File: src/logic/merge_arb_pkg.sv
// Purpose: shared constants and types for the conveyor merge arbiter
// Assumes: 32-bit APB, word-aligned registers
// Notes:   offsets are byte addresses
package merge_arb_pkg;
   localparam logic [7:0]  CTRL_OFF       = 8'h00;
   localparam logic [7:0]  ACCEPT_OFF     = 8'h04;
   localparam logic [7:0]  SEND_OFF       = 8'h08;
   localparam logic [7:0]  STATUS_OFF     = 8'h0C;
   localparam int          CTRL_EN_LEFT   = 0;
   localparam int          CTRL_EN_RIGHT  = 1;
   localparam int          CTRL_T_LEFT    = 2;
   localparam int          CTRL_T_RIGHT   = 3;
   localparam int          CTRL_PRIO_LSB  = 4;
   localparam logic [31:0] CTRL_RESET     = 32'h0000_0000;
   localparam logic [15:0] ACCEPT_RESET   = 16'h0019;
   localparam logic [15:0] SEND_RESET     = 16'h0019;
   localparam int          SRC_CENTER     = 0;
   localparam int          SRC_LEFT       = 1;
   localparam int          SRC_RIGHT      = 2;

   typedef enum logic [1:0]
   {
      PRIO_FCFS   = 2'b00,
      PRIO_CENTER = 2'b01,
      PRIO_LEFT   = 2'b10,
      PRIO_RIGHT  = 2'b11
   } prio_e;

   typedef enum logic [1:0]
   {
      ST_IDLE   = 2'b00,
      ST_GRANT  = 2'b01,
      ST_ACCEPT = 2'b10,
      ST_CLEAR  = 2'b11
   } state_e;

   typedef struct packed
   {
      logic [2:0] itemWaiting;
      logic       mergeBlocked;
      logic       downstreamOk;
   } sense_s;
endpackage

File: src/logic/conveyor_merge_arbiter.sv
// Purpose: grants merge-zone entry to one of center, left, right source lines
// Assumes: sensor and permit inputs are asynchronous pins; one clock
// Notes:   registers over APB; timers count clock cycles
`timescale 1ns/1ps
`default_nettype none

module conveyor_merge_arbiter
   import merge_arb_pkg::*;
#(
   parameter int TIMER_W = 16
)
(
   // clock and reset
   input  wire logic        clock,
   input  wire logic        arst_n,
   // apb slave
   input  wire logic        psel,
   input  wire logic        penable,
   input  wire logic        pwrite,
   input  wire logic [7:0]  paddr,
   input  wire logic [31:0] pwdata,
   output logic [31:0]      prdata,
   output logic             pready,
   output logic             pslverr,
   // source discharge sensors: bit0 center, bit1 left, bit2 right
   input  wire logic [2:0]  srcItem,
   // merge zone sensor and downstream permit
   input  wire logic        mergeSensor,
   input  wire logic        downstreamPermit,
   // release permissions and motor
   output logic [2:0]       srcRelease,
   output logic             mergeMotorRun
);
   import merge_arb_pkg::*;

   // synchronisers: the one merge zone sensor is this block's own zone, and
   // the permit comes from the zone directly downstream
   logic [4:0] syncA_reg;
   logic [4:0] syncB_reg;
   sense_s     sense;

   always_ff @(posedge clock or negedge arst_n)
   begin
      if (!arst_n)
      begin
         syncA_reg <= 5'h00;
         syncB_reg <= 5'h00;
      end
      else
      begin
         syncA_reg <= {srcItem, mergeSensor, downstreamPermit};
         syncB_reg <= syncA_reg;
      end
   end

   assign sense = sense_s'(syncB_reg);

   // registers
   // only decoded offsets load; writes to unmapped offsets are dropped
   logic [31:0]        ctrl_reg;
   logic [TIMER_W-1:0] accept_reg;
   logic [TIMER_W-1:0] send_reg;

   wire        apbWrite  = psel && penable && pwrite;
   wire        hitCtrl   = (paddr == CTRL_OFF);
   wire        hitAccept = (paddr == ACCEPT_OFF);
   wire        hitSend   = (paddr == SEND_OFF);
   wire        hitStatus = (paddr == STATUS_OFF);
   wire        hitAny    = hitCtrl || hitAccept || hitSend || hitStatus;

   always_ff @(posedge clock or negedge arst_n)
   begin
      if (!arst_n)
      begin
         ctrl_reg   <= CTRL_RESET;
         accept_reg <= TIMER_W'(ACCEPT_RESET);
         send_reg   <= TIMER_W'(SEND_RESET);
      end
      else if (apbWrite)
      begin
         if (hitCtrl)
            ctrl_reg <= {26'h0, pwdata[5:0]};
         if (hitAccept)
            accept_reg <= pwdata[TIMER_W-1:0];
         if (hitSend)
            send_reg <= pwdata[TIMER_W-1:0];
      end
   end

   // line enables and types: center always enabled
   wire [2:0] lineEn = {ctrl_reg[CTRL_EN_RIGHT], ctrl_reg[CTRL_EN_LEFT], 1'b1};
   wire [2:0] lineT  = {ctrl_reg[CTRL_T_RIGHT], ctrl_reg[CTRL_T_LEFT], 1'b0};
   prio_e     prio;
   assign prio = prio_e'(ctrl_reg[CTRL_PRIO_LSB +: 2]);

   // arbitration state
   state_e             state_reg;
   state_e             state_next;
   logic [2:0]         grant_reg;
   logic [2:0]         grant_next;
   logic [2:0]         waitOld_reg;
   logic [2:0]         age_reg [3];
   logic [TIMER_W-1:0] timer_reg;
   logic [TIMER_W-1:0] timer_next;

   // a line counts as waiting only when it is enabled
   wire [2:0] waiting = sense.itemWaiting & lineEn;

   // oldest among a candidate set; lowest index breaks ties
   function automatic logic [2:0] pickOldest(input logic [2:0] cand, input logic [2:0] age [3]);
      logic [2:0] best;
      logic [2:0] bestAge;
      best    = 3'b000;
      bestAge = 3'h0;
      for (int i = 0; i < 3; i++)
      begin
         if (cand[i] && (best == 3'b000 || age[i] > bestAge))
         begin
            best    = 3'b001 << i;
            bestAge = age[i];
         end
      end
      return best;
   endfunction

   // age counters order arrivals for first-come service
   always_ff @(posedge clock or negedge arst_n)
   begin
      if (!arst_n)
      begin
         for (int i = 0; i < 3; i++)
            age_reg[i] <= 3'h0;
         waitOld_reg <= 3'b000;
      end
      else
      begin
         waitOld_reg <= waiting;
         for (int i = 0; i < 3; i++)
         begin
            if (!waiting[i])
               age_reg[i] <= 3'h0;
            else if (!waitOld_reg[i])
               age_reg[i] <= 3'h1;
            else if (age_reg[i] != 3'h7)
               age_reg[i] <= age_reg[i] + 3'h1;
         end
      end
   end

   // favoured line per mode
   logic [2:0] favoured;
   always_comb
   begin
      case (prio)
         PRIO_CENTER: favoured = 3'b001 << SRC_CENTER;
         PRIO_LEFT:   favoured = 3'b001 << SRC_LEFT;
         PRIO_RIGHT:  favoured = 3'b001 << SRC_RIGHT;
         default:     favoured = 3'b000;
      endcase
   end

   // favoured line wins if waiting, else first-come among the rest
   wire [2:0] favWait  = favoured & waiting;
   wire [2:0] fcfsPick = pickOldest(waiting & ~favoured, age_reg);
   wire [2:0] pick     = (favWait != 3'b000) ? favWait : fcfsPick;

   // favoured item arrives before the released item clears: keep it next
   wire       keepFav  = (grant_reg == favoured) && (favWait != 3'b000);
   wire       grantT   = |(grant_reg & lineT);
   wire       timerEnd = (timer_reg == '0);

   always_comb
   begin
      state_next = state_reg;
      grant_next = grant_reg;
      timer_next = timerEnd ? timer_reg : timer_reg - TIMER_W'(1);
      case (state_reg)
         ST_IDLE:
         begin
            // one grant at a time
            if (pick != 3'b000)
            begin
               grant_next = pick;
               state_next = ST_GRANT;
            end
         end
         ST_GRANT:
         begin
            // release stands while the item travels from its line onto the zone
            if (sense.mergeBlocked)
            begin
               // accept timer starts on merge sensor block
               timer_next = grantT ? accept_reg : '0;
               state_next = ST_ACCEPT;
            end
         end
         ST_ACCEPT:
         begin
            if (!sense.mergeBlocked)
            begin
               // send delay after the merge sensor clears
               timer_next = grantT ? send_reg : '0;
               state_next = ST_CLEAR;
            end
         end
         ST_CLEAR:
         begin
            if (timerEnd)
            begin
               // grant held until item clear of merge zone
               if (keepFav)
                  state_next = ST_GRANT;
               else
               begin
                  grant_next = 3'b000;
                  state_next = ST_IDLE;
               end
            end
         end
         default:
         begin
            state_next = ST_IDLE;
            grant_next = 3'b000;
         end
      endcase
   end

   always_ff @(posedge clock or negedge arst_n)
   begin
      if (!arst_n)
      begin
         state_reg <= ST_IDLE;
         grant_reg <= 3'b000;
         timer_reg <= '0;
      end
      else
      begin
         state_reg <= state_next;
         grant_reg <= grant_next;
         timer_reg <= timer_next;
      end
   end

   // outputs
   logic [2:0] release_reg;
   logic       motor_reg;
   // T-merge: rollers stay stopped while the item is thrown across, then for the accept time
   wire        holdThrow  = (state_reg == ST_GRANT) && grantT;
   wire        holdAccept = (state_reg == ST_ACCEPT) && grantT && !timerEnd;
   wire        motorHold  = holdThrow || holdAccept;
   // zone accumulation: the downstream permit gates the motor at all times
   wire        motorNext  = sense.downstreamOk && !motorHold && (state_reg != ST_IDLE);
   wire [2:0]  relNext   = (state_reg == ST_GRANT) ? grant_reg : 3'b000;

   always_ff @(posedge clock or negedge arst_n)
   begin
      if (!arst_n)
      begin
         release_reg <= 3'b000;
         motor_reg   <= 1'b0;
         prdata      <= 32'h0000_0000;
      end
      else
      begin
         release_reg <= relNext;
         motor_reg   <= motorNext;
         if (psel && !penable && !pwrite)
         begin
            prdata <= hitCtrl   ? ctrl_reg :
                      hitAccept ? 32'(accept_reg) :
                      hitSend   ? 32'(send_reg) :
                      hitStatus ? {22'h0, sense.itemWaiting, grant_reg, state_reg, sense.mergeBlocked,
                                   sense.downstreamOk} :
                      32'h0000_0000;
         end
      end
   end

   assign srcRelease    = release_reg;
   assign mergeMotorRun = motor_reg;
   // zero wait states; unmapped offsets answer with an error in the access phase
   assign pready        = 1'b1;
   assign pslverr       = psel && penable && !hitAny;
endmodule

`default_nettype wire

File: config.mk
export PLATFORM = sky130hd
export DESIGN_NAME = conveyor_merge_arbiter
export DESIGN_NICKNAME = d
export VERILOG_FILES = /design/src/logic/merge_arb_pkg.sv /design/src/logic/conveyor_merge_arbiter.sv
export SDC_FILE = /design/constraint.sdc
export NUM_CORES = 1
export LEC_CHECK = 0
export BUFFER_PORTS_ARGS = -buffer_cell sky130_fd_sc_hd__buf_2
export CAP_MARGIN = 0
export CORE_MARGIN = 5
export CORE_UTILIZATION = 60
export CTS_BUF_LIST = sky130_fd_sc_hd__clkbuf_2
export DETAILED_ROUTE_END_ITERATION = 7
export PLACE_DENSITY = 0.81
export SLEW_MARGIN = 15
export SYNTH_ARGS = -nofsm -noshare
export SYNTH_HDL_FRONTEND = slang
export SYNTH_SLANG_ARGS = --single-unit
File: constraint.sdc
create_clock -name clock -period 11.7 [get_ports clock]
set_clock_uncertainty 0.1 [all_clocks]
set_input_delay 3.51 -clock clock [delete_from_list [all_inputs] [get_ports clock]]
set_output_delay 3.51 -clock clock [all_outputs]
set_load 0.1 [all_outputs]
# [Word-level counts from Yosys, hierarchy flattened]
# Index checks and enable logic that the tools add are counted.
[classes] add_sub_neg=4 mul=0 n_div=0 order_cmp=2 eq_ne=21 shift=0 mux=37 bitwise_logic=5 n_reduce_logical=39
[op_table] operator="16-bit 2-to-1 mux" count=8
[op_table] operator="3-bit 2-to-1 mux" count=18
[op_table] operator="16-bit one-hot mux with 2 select lines" count=1
[op_table] operator="8-bit by 4-bit == test with 1-bit output, second input constant" count=2
[op_table] operator="16-bit logical NOT" count=1
[op_table] operator="16-bit by 1-bit subtractor with 16-bit output, second input constant" count=1
[op_table] operator="1-bit logical AND" count=13
[op_table] operator="3-bit AND" count=4
[op_table] operator="10-bit 2-to-1 mux" count=1
[op_table] operator="2-bit inequality test, second input constant" count=5
[op_table] operator="3-bit by 1-bit adder with 3-bit output, second input constant" count=3
[op_table] operator="3-bit by 2-bit inequality test with 1-bit output, second input constant" count=3
[op_table] operator="3-bit inequality test, second input constant" count=3
[op_table] operator="3-bit one-hot mux with 3 select lines" count=1
[op_table] operator="2-bit == test, second input constant" count=4
[op_table] operator="8-bit by 3-bit == test with 1-bit output, second input constant" count=1
[op_table] operator="8-bit logical NOT" count=1
[op_table] operator="2-bit 2-to-1 mux" count=4
[op_table] operator="2-bit one-hot mux with 4 select lines" count=1
[op_table] operator="4-bit AND reduction" count=2
[op_table] operator="3-bit greater-than comparator" count=2
[op_table] operator="3-bit logical NOT" count=2
[op_table] operator="1-bit logical OR" count=6
[op_table] operator="3-bit one-hot mux with 2 select lines" count=1
[op_table] operator="other kinds (10)" count=20
[word_totals] register_bits=117 latchBits=0 mem_bits_rw=0 rom_bits=0 inputBits=50 wordCells=123 n_memories=0

# [Logic depth before layout (Yosys ltp)]
[depth] word_depth=17 depth_mapped=16 ltp_nobuf=15

# [Worst setup path before layout]
# OpenSTA, ideal clock, no wires.
[synth_timing] path_type="input -> output" start="in paddr[5]" end="out pslverr" arrival_ns=4.769 t_required_ns=8.090 setup_slack_ns=3.321 path_stages=4 path_buffers=1 path_cell_list="nor2_1 nand2_1 clkbuf_1 and3_1"
[synth_between] elab_chain_cells=6 elab_cells_between_ends=9 cone_classes="eq/ne: 3; reduce/logical: 6"
[synth_rtl] element="from (decl)" line_no="conveyor_merge_arbiter.sv:20" source="input wire logic [7:0] paddr,"
[synth_rtl] element="8-bit by 3-bit == test with 1-bit output / 8-bit logical NOT (equally long branches)" line_no="conveyor_merge_arbiter.sv:66, conveyor_merge_arbiter.sv:65"
[synth_rtl] element="1-bit logical OR (2 in series)" line_no="conveyor_merge_arbiter.sv:69" source="wire hitAny = hitCtrl || hitAccept || hitSend || hitStatus;"
[synth_rtl] element="1-bit logical OR (*)" line_no="conveyor_merge_arbiter.sv:69"
[synth_rtl] element="1-bit logical NOT (*)" line_no="conveyor_merge_arbiter.sv:283" source="assign pslverr = psel && penable && !hitAny;"
[synth_rtl] element="1-bit logical AND (*)" line_no="conveyor_merge_arbiter.sv:283"
[synth_rtl] element="to (decl)" line_no="conveyor_merge_arbiter.sv:24" source="output logic pslverr,"
# Every way passes the cells marked *; elsewhere a longest branch is shown, timed or not.

# [Final worst setup path]
[layout_timing] start="in paddr[7]" end="out pslverr"
# The elaborated chain is that of the path after synthesis.

==> flow_summary.yaml <==
final_layout:
  layout.nets: 611
  num_antenna_cells: 0
  areaGrowthSynthToFinish_pct: 6.94
  drive_above_1_share_pct: 26.1
  fillers: 677
timing:
  tightest_slew_ns: 1.12
  max_freq_ghz: 0.118
  slew_viol_final: 0
  min_period_over_period_pct: 72.5
  finalHoldViolations: 0
  grt_setup_unrepaired: "false"
  fin_crit_ns: 8.49
  finalSetupTns_ns: 0
  worst_hold_slack_ns: 0.292
  relSlewSlack_pct: 25.5
  setup_viol: 0
clocking:
  clock-root-buffer: "clkbuf_2"
  post_cts_buffers: 0
  holdBufCountCts: 0
  cts_buffers: 9
  clockBufferDepth: 2
  htree_levels: 3
  cts.sinks: 101
  cts.reportedPaths.clkPinSlew_ns: 0.27
  ctsResizeCount: 0
  cts_tree: "done"
  clkLatencyLatePin_ns: 0.59
power_and_ir_drop:
  powerDensity_nw_per_um2: 160
  netSwitchingPower_mw: 0.373
  clkPwrFrac_pct: 17.7
  power_frac_seq_pct: 45.6
  p_int_mw: 0.544
  swShare_pct: 40.7
  ir_worst_vdd_uv: 87.1
  p_leak_nw: 2.75
  pwr-share-comb_pct: 36.7
synthesis:
  yosysTopAreaCell: "dfrtp_1"
  netlist_top_cells_area: "dfrtp_1, mux2_2, a22oi_1, ha_1, nand2_1"
  syn_area_um2: 5360
  yosysTopAreaCellShare_pct: 44.4
  synth_most_common_cell: "dfrtp_1"
  avgSynthCellArea_um2: 10.7
  synth-edff-count: 0
  yosysSeqAreaShare_pct: 47.3
  yosys-top-cells-count: "dfrtp_1, mux2_2, nand2_1"
  syn_inst: 500
  yosysUniqueCellTypes: 56
  synth_top_flop_cell: "dfrtp_1"
  yosys_warnings: 0
  async_reset_ff_share_pct: 100
  ys_seq_elements: 101
route:
  first_pass_iters: 4
  drcViolationCount: 0
  via_per_inst: 5.98
  antenna_left: 0
  wire_per_inst_um: 17.7
  dr_total_vias: 3918
  drt_iter0_markers: 267
  totalWireLength_um: 11600
critical_path:
  cp_data_required_time_ns: 8.09
  cp_max_fo: 14
  cp-end-kind: "primary output"
  cp-start-kind: "input port"
  rrSetupSlack_ns: 7.14
  cp_data_arrival_time_ns: 4.88
  rr_startpoint: "ctrl_reg[5]"
  r2r_end: "state_reg[1]"
  worstSetupPathType: "in2out"
  reg2reg_depth: 15
  setup.worst_path.start: "paddr[7]"
global_routing:
  grt_max_degree: 53
  grt_pass1_wl_um: 19400
  antenna_found_initial: 0
  gr-usage-all-layers_pct: 21.5
  grt_pass1_vias: 3966
  gr-total-overflow: 0
hold_path:
  min_from: "syncA_reg[1]"
  hp-class: "reg2reg"
  min_to: "sense[1]"
  min_delay_path_depth: 0
placed_design:
  port_buffers: 54
  dpl.hpwl_um: 8530
  routabilityCongestion: 0.828
job:
  maxCapViolCount: 0
die:
  die_area_um2: 10900
  ios: 88
  rows: 34
  start_util_pct: 61.4
  die_h_um: 104
  core-area_um2: 8720
  die_w_um: 104
outcome:
  status: "finished, final reports clean"
cells in the final DEF (no fill, tap or decap), drive strengths merged, types with 4 or more instances in the layout:
| cell | synthesis | final |
|---|---|---|
| nor3 | 15 | 15 |
| conb | 2 | 17 |
| xnor2 | 8 | 8 |
| dfrtp | 95 | 95 |
| a22oi | 34 | 34 |
| and3 | 4 | 4 |
| o31ai | 6 | 6 |
| o22ai | 13 | 13 |
| xor2 | 9 | 9 |
| ha | 19 | 19 |
| dfstp | 6 | 6 |
| nand3 | 8 | 8 |
| o21ai | 15 | 15 |
| nor2 | 35 | 35 |
| mux2i | 13 | 13 |
| a21o | 6 | 6 |
| buf | 23 | 56 |
| a21oi | 13 | 13 |
| inv | 12 | 16 |
| nand2 | 46 | 46 |
| nand4 | 4 | 4 |
| or3 | 4 | 4 |
| mux2 | 53 | 53 |
| and2 | 6 | 6 |
| clkbuf | 17 | 9 |
through the flow:
stage	power, mW	std cells	cell area [µm²]	worst slack, ns	util [%]
2_1_floorplan	0.690	515	5410	3.32	-
3_3_place_gp	0.746	639	5620	3.22	64.4
3_5_place_dp	0.757	639	5620	3.21	64.4
4_1_cts	0.919	655	5730	3.20	65.7
5_1_grt	0.972	655	5730	3.06	65.7
6_report	0.917	655	5730	3.21	65.7
power by group through the flow:
stage,sequential [mW],combinational (mW),clock [mW]
after global placement,0.421,0.325,0
after floorplan,0.430,0.260,0
after detailed placement,0.424,0.333,0
final,0.418,0.336,0.163
after CTS,0.418,0.335,0.166
after global routing,0.423,0.371,0.178
critical path: stages:
cell     delay, ns
buf_2         0.10
nor4_2        0.33
nand2_1       0.34
and3_1        0.30
buf_2         0.28
worst max-delay path by stage:
| stage | endpoint | slack [ns] | depth (start not counted) |
|---|---|---|---|
| 6_report | pslverr | 3.21 | 5 |
| 5_1_grt | pslverr | 3.06 | 5 |
| 3_3_place_gp | pslverr | 3.22 | 5 |
| 4_1_cts | pslverr | 3.20 | 5 |
| 3_5_place_dp | pslverr | 3.21 | 5 |
| 2_1_floorplan | pslverr | 3.32 | 4 |
routing by layer:
metal	vias to the layer above	track usage, %	wire, µm
met5	-	0	0
met2	127	33.0	5360
met3	17	4.16	708
met4	0	6.48	215
li1	1849	-	-
met1	1925	31.1	5320
cell type report:
class | count | area (µm²) | area share, %
multi-input cells | 362 | 2610 | 45.6
clock inverters | 7 | 67.6 | 1.18
repair buffers | 56 | 288 | 5.02
inverters | 12 | 45.0 | 0.786
flip-flops and latches | 101 | 2530 | 44.2
clock buffers | 9 | 45.0 | 0.786
well taps | 108 | 135 | 2.36
logic make-up (layout without fill, tap and decap cells):
kind of cell    count (synthesis)  count (layout)  share of synthesized area [%]
buf+inv                        52              84                           4.95
fa+ha+maj                      19              19                           4.44
mux                            66              66                           13.6
other cells                     2              17                          0.140
flops                         101             101                           47.3
simple gates                  141             141                           13.5
xor+xnor                       17              17                           2.78
compound gates                102             102                           13.4
Power figures use the tool's default switching activity.
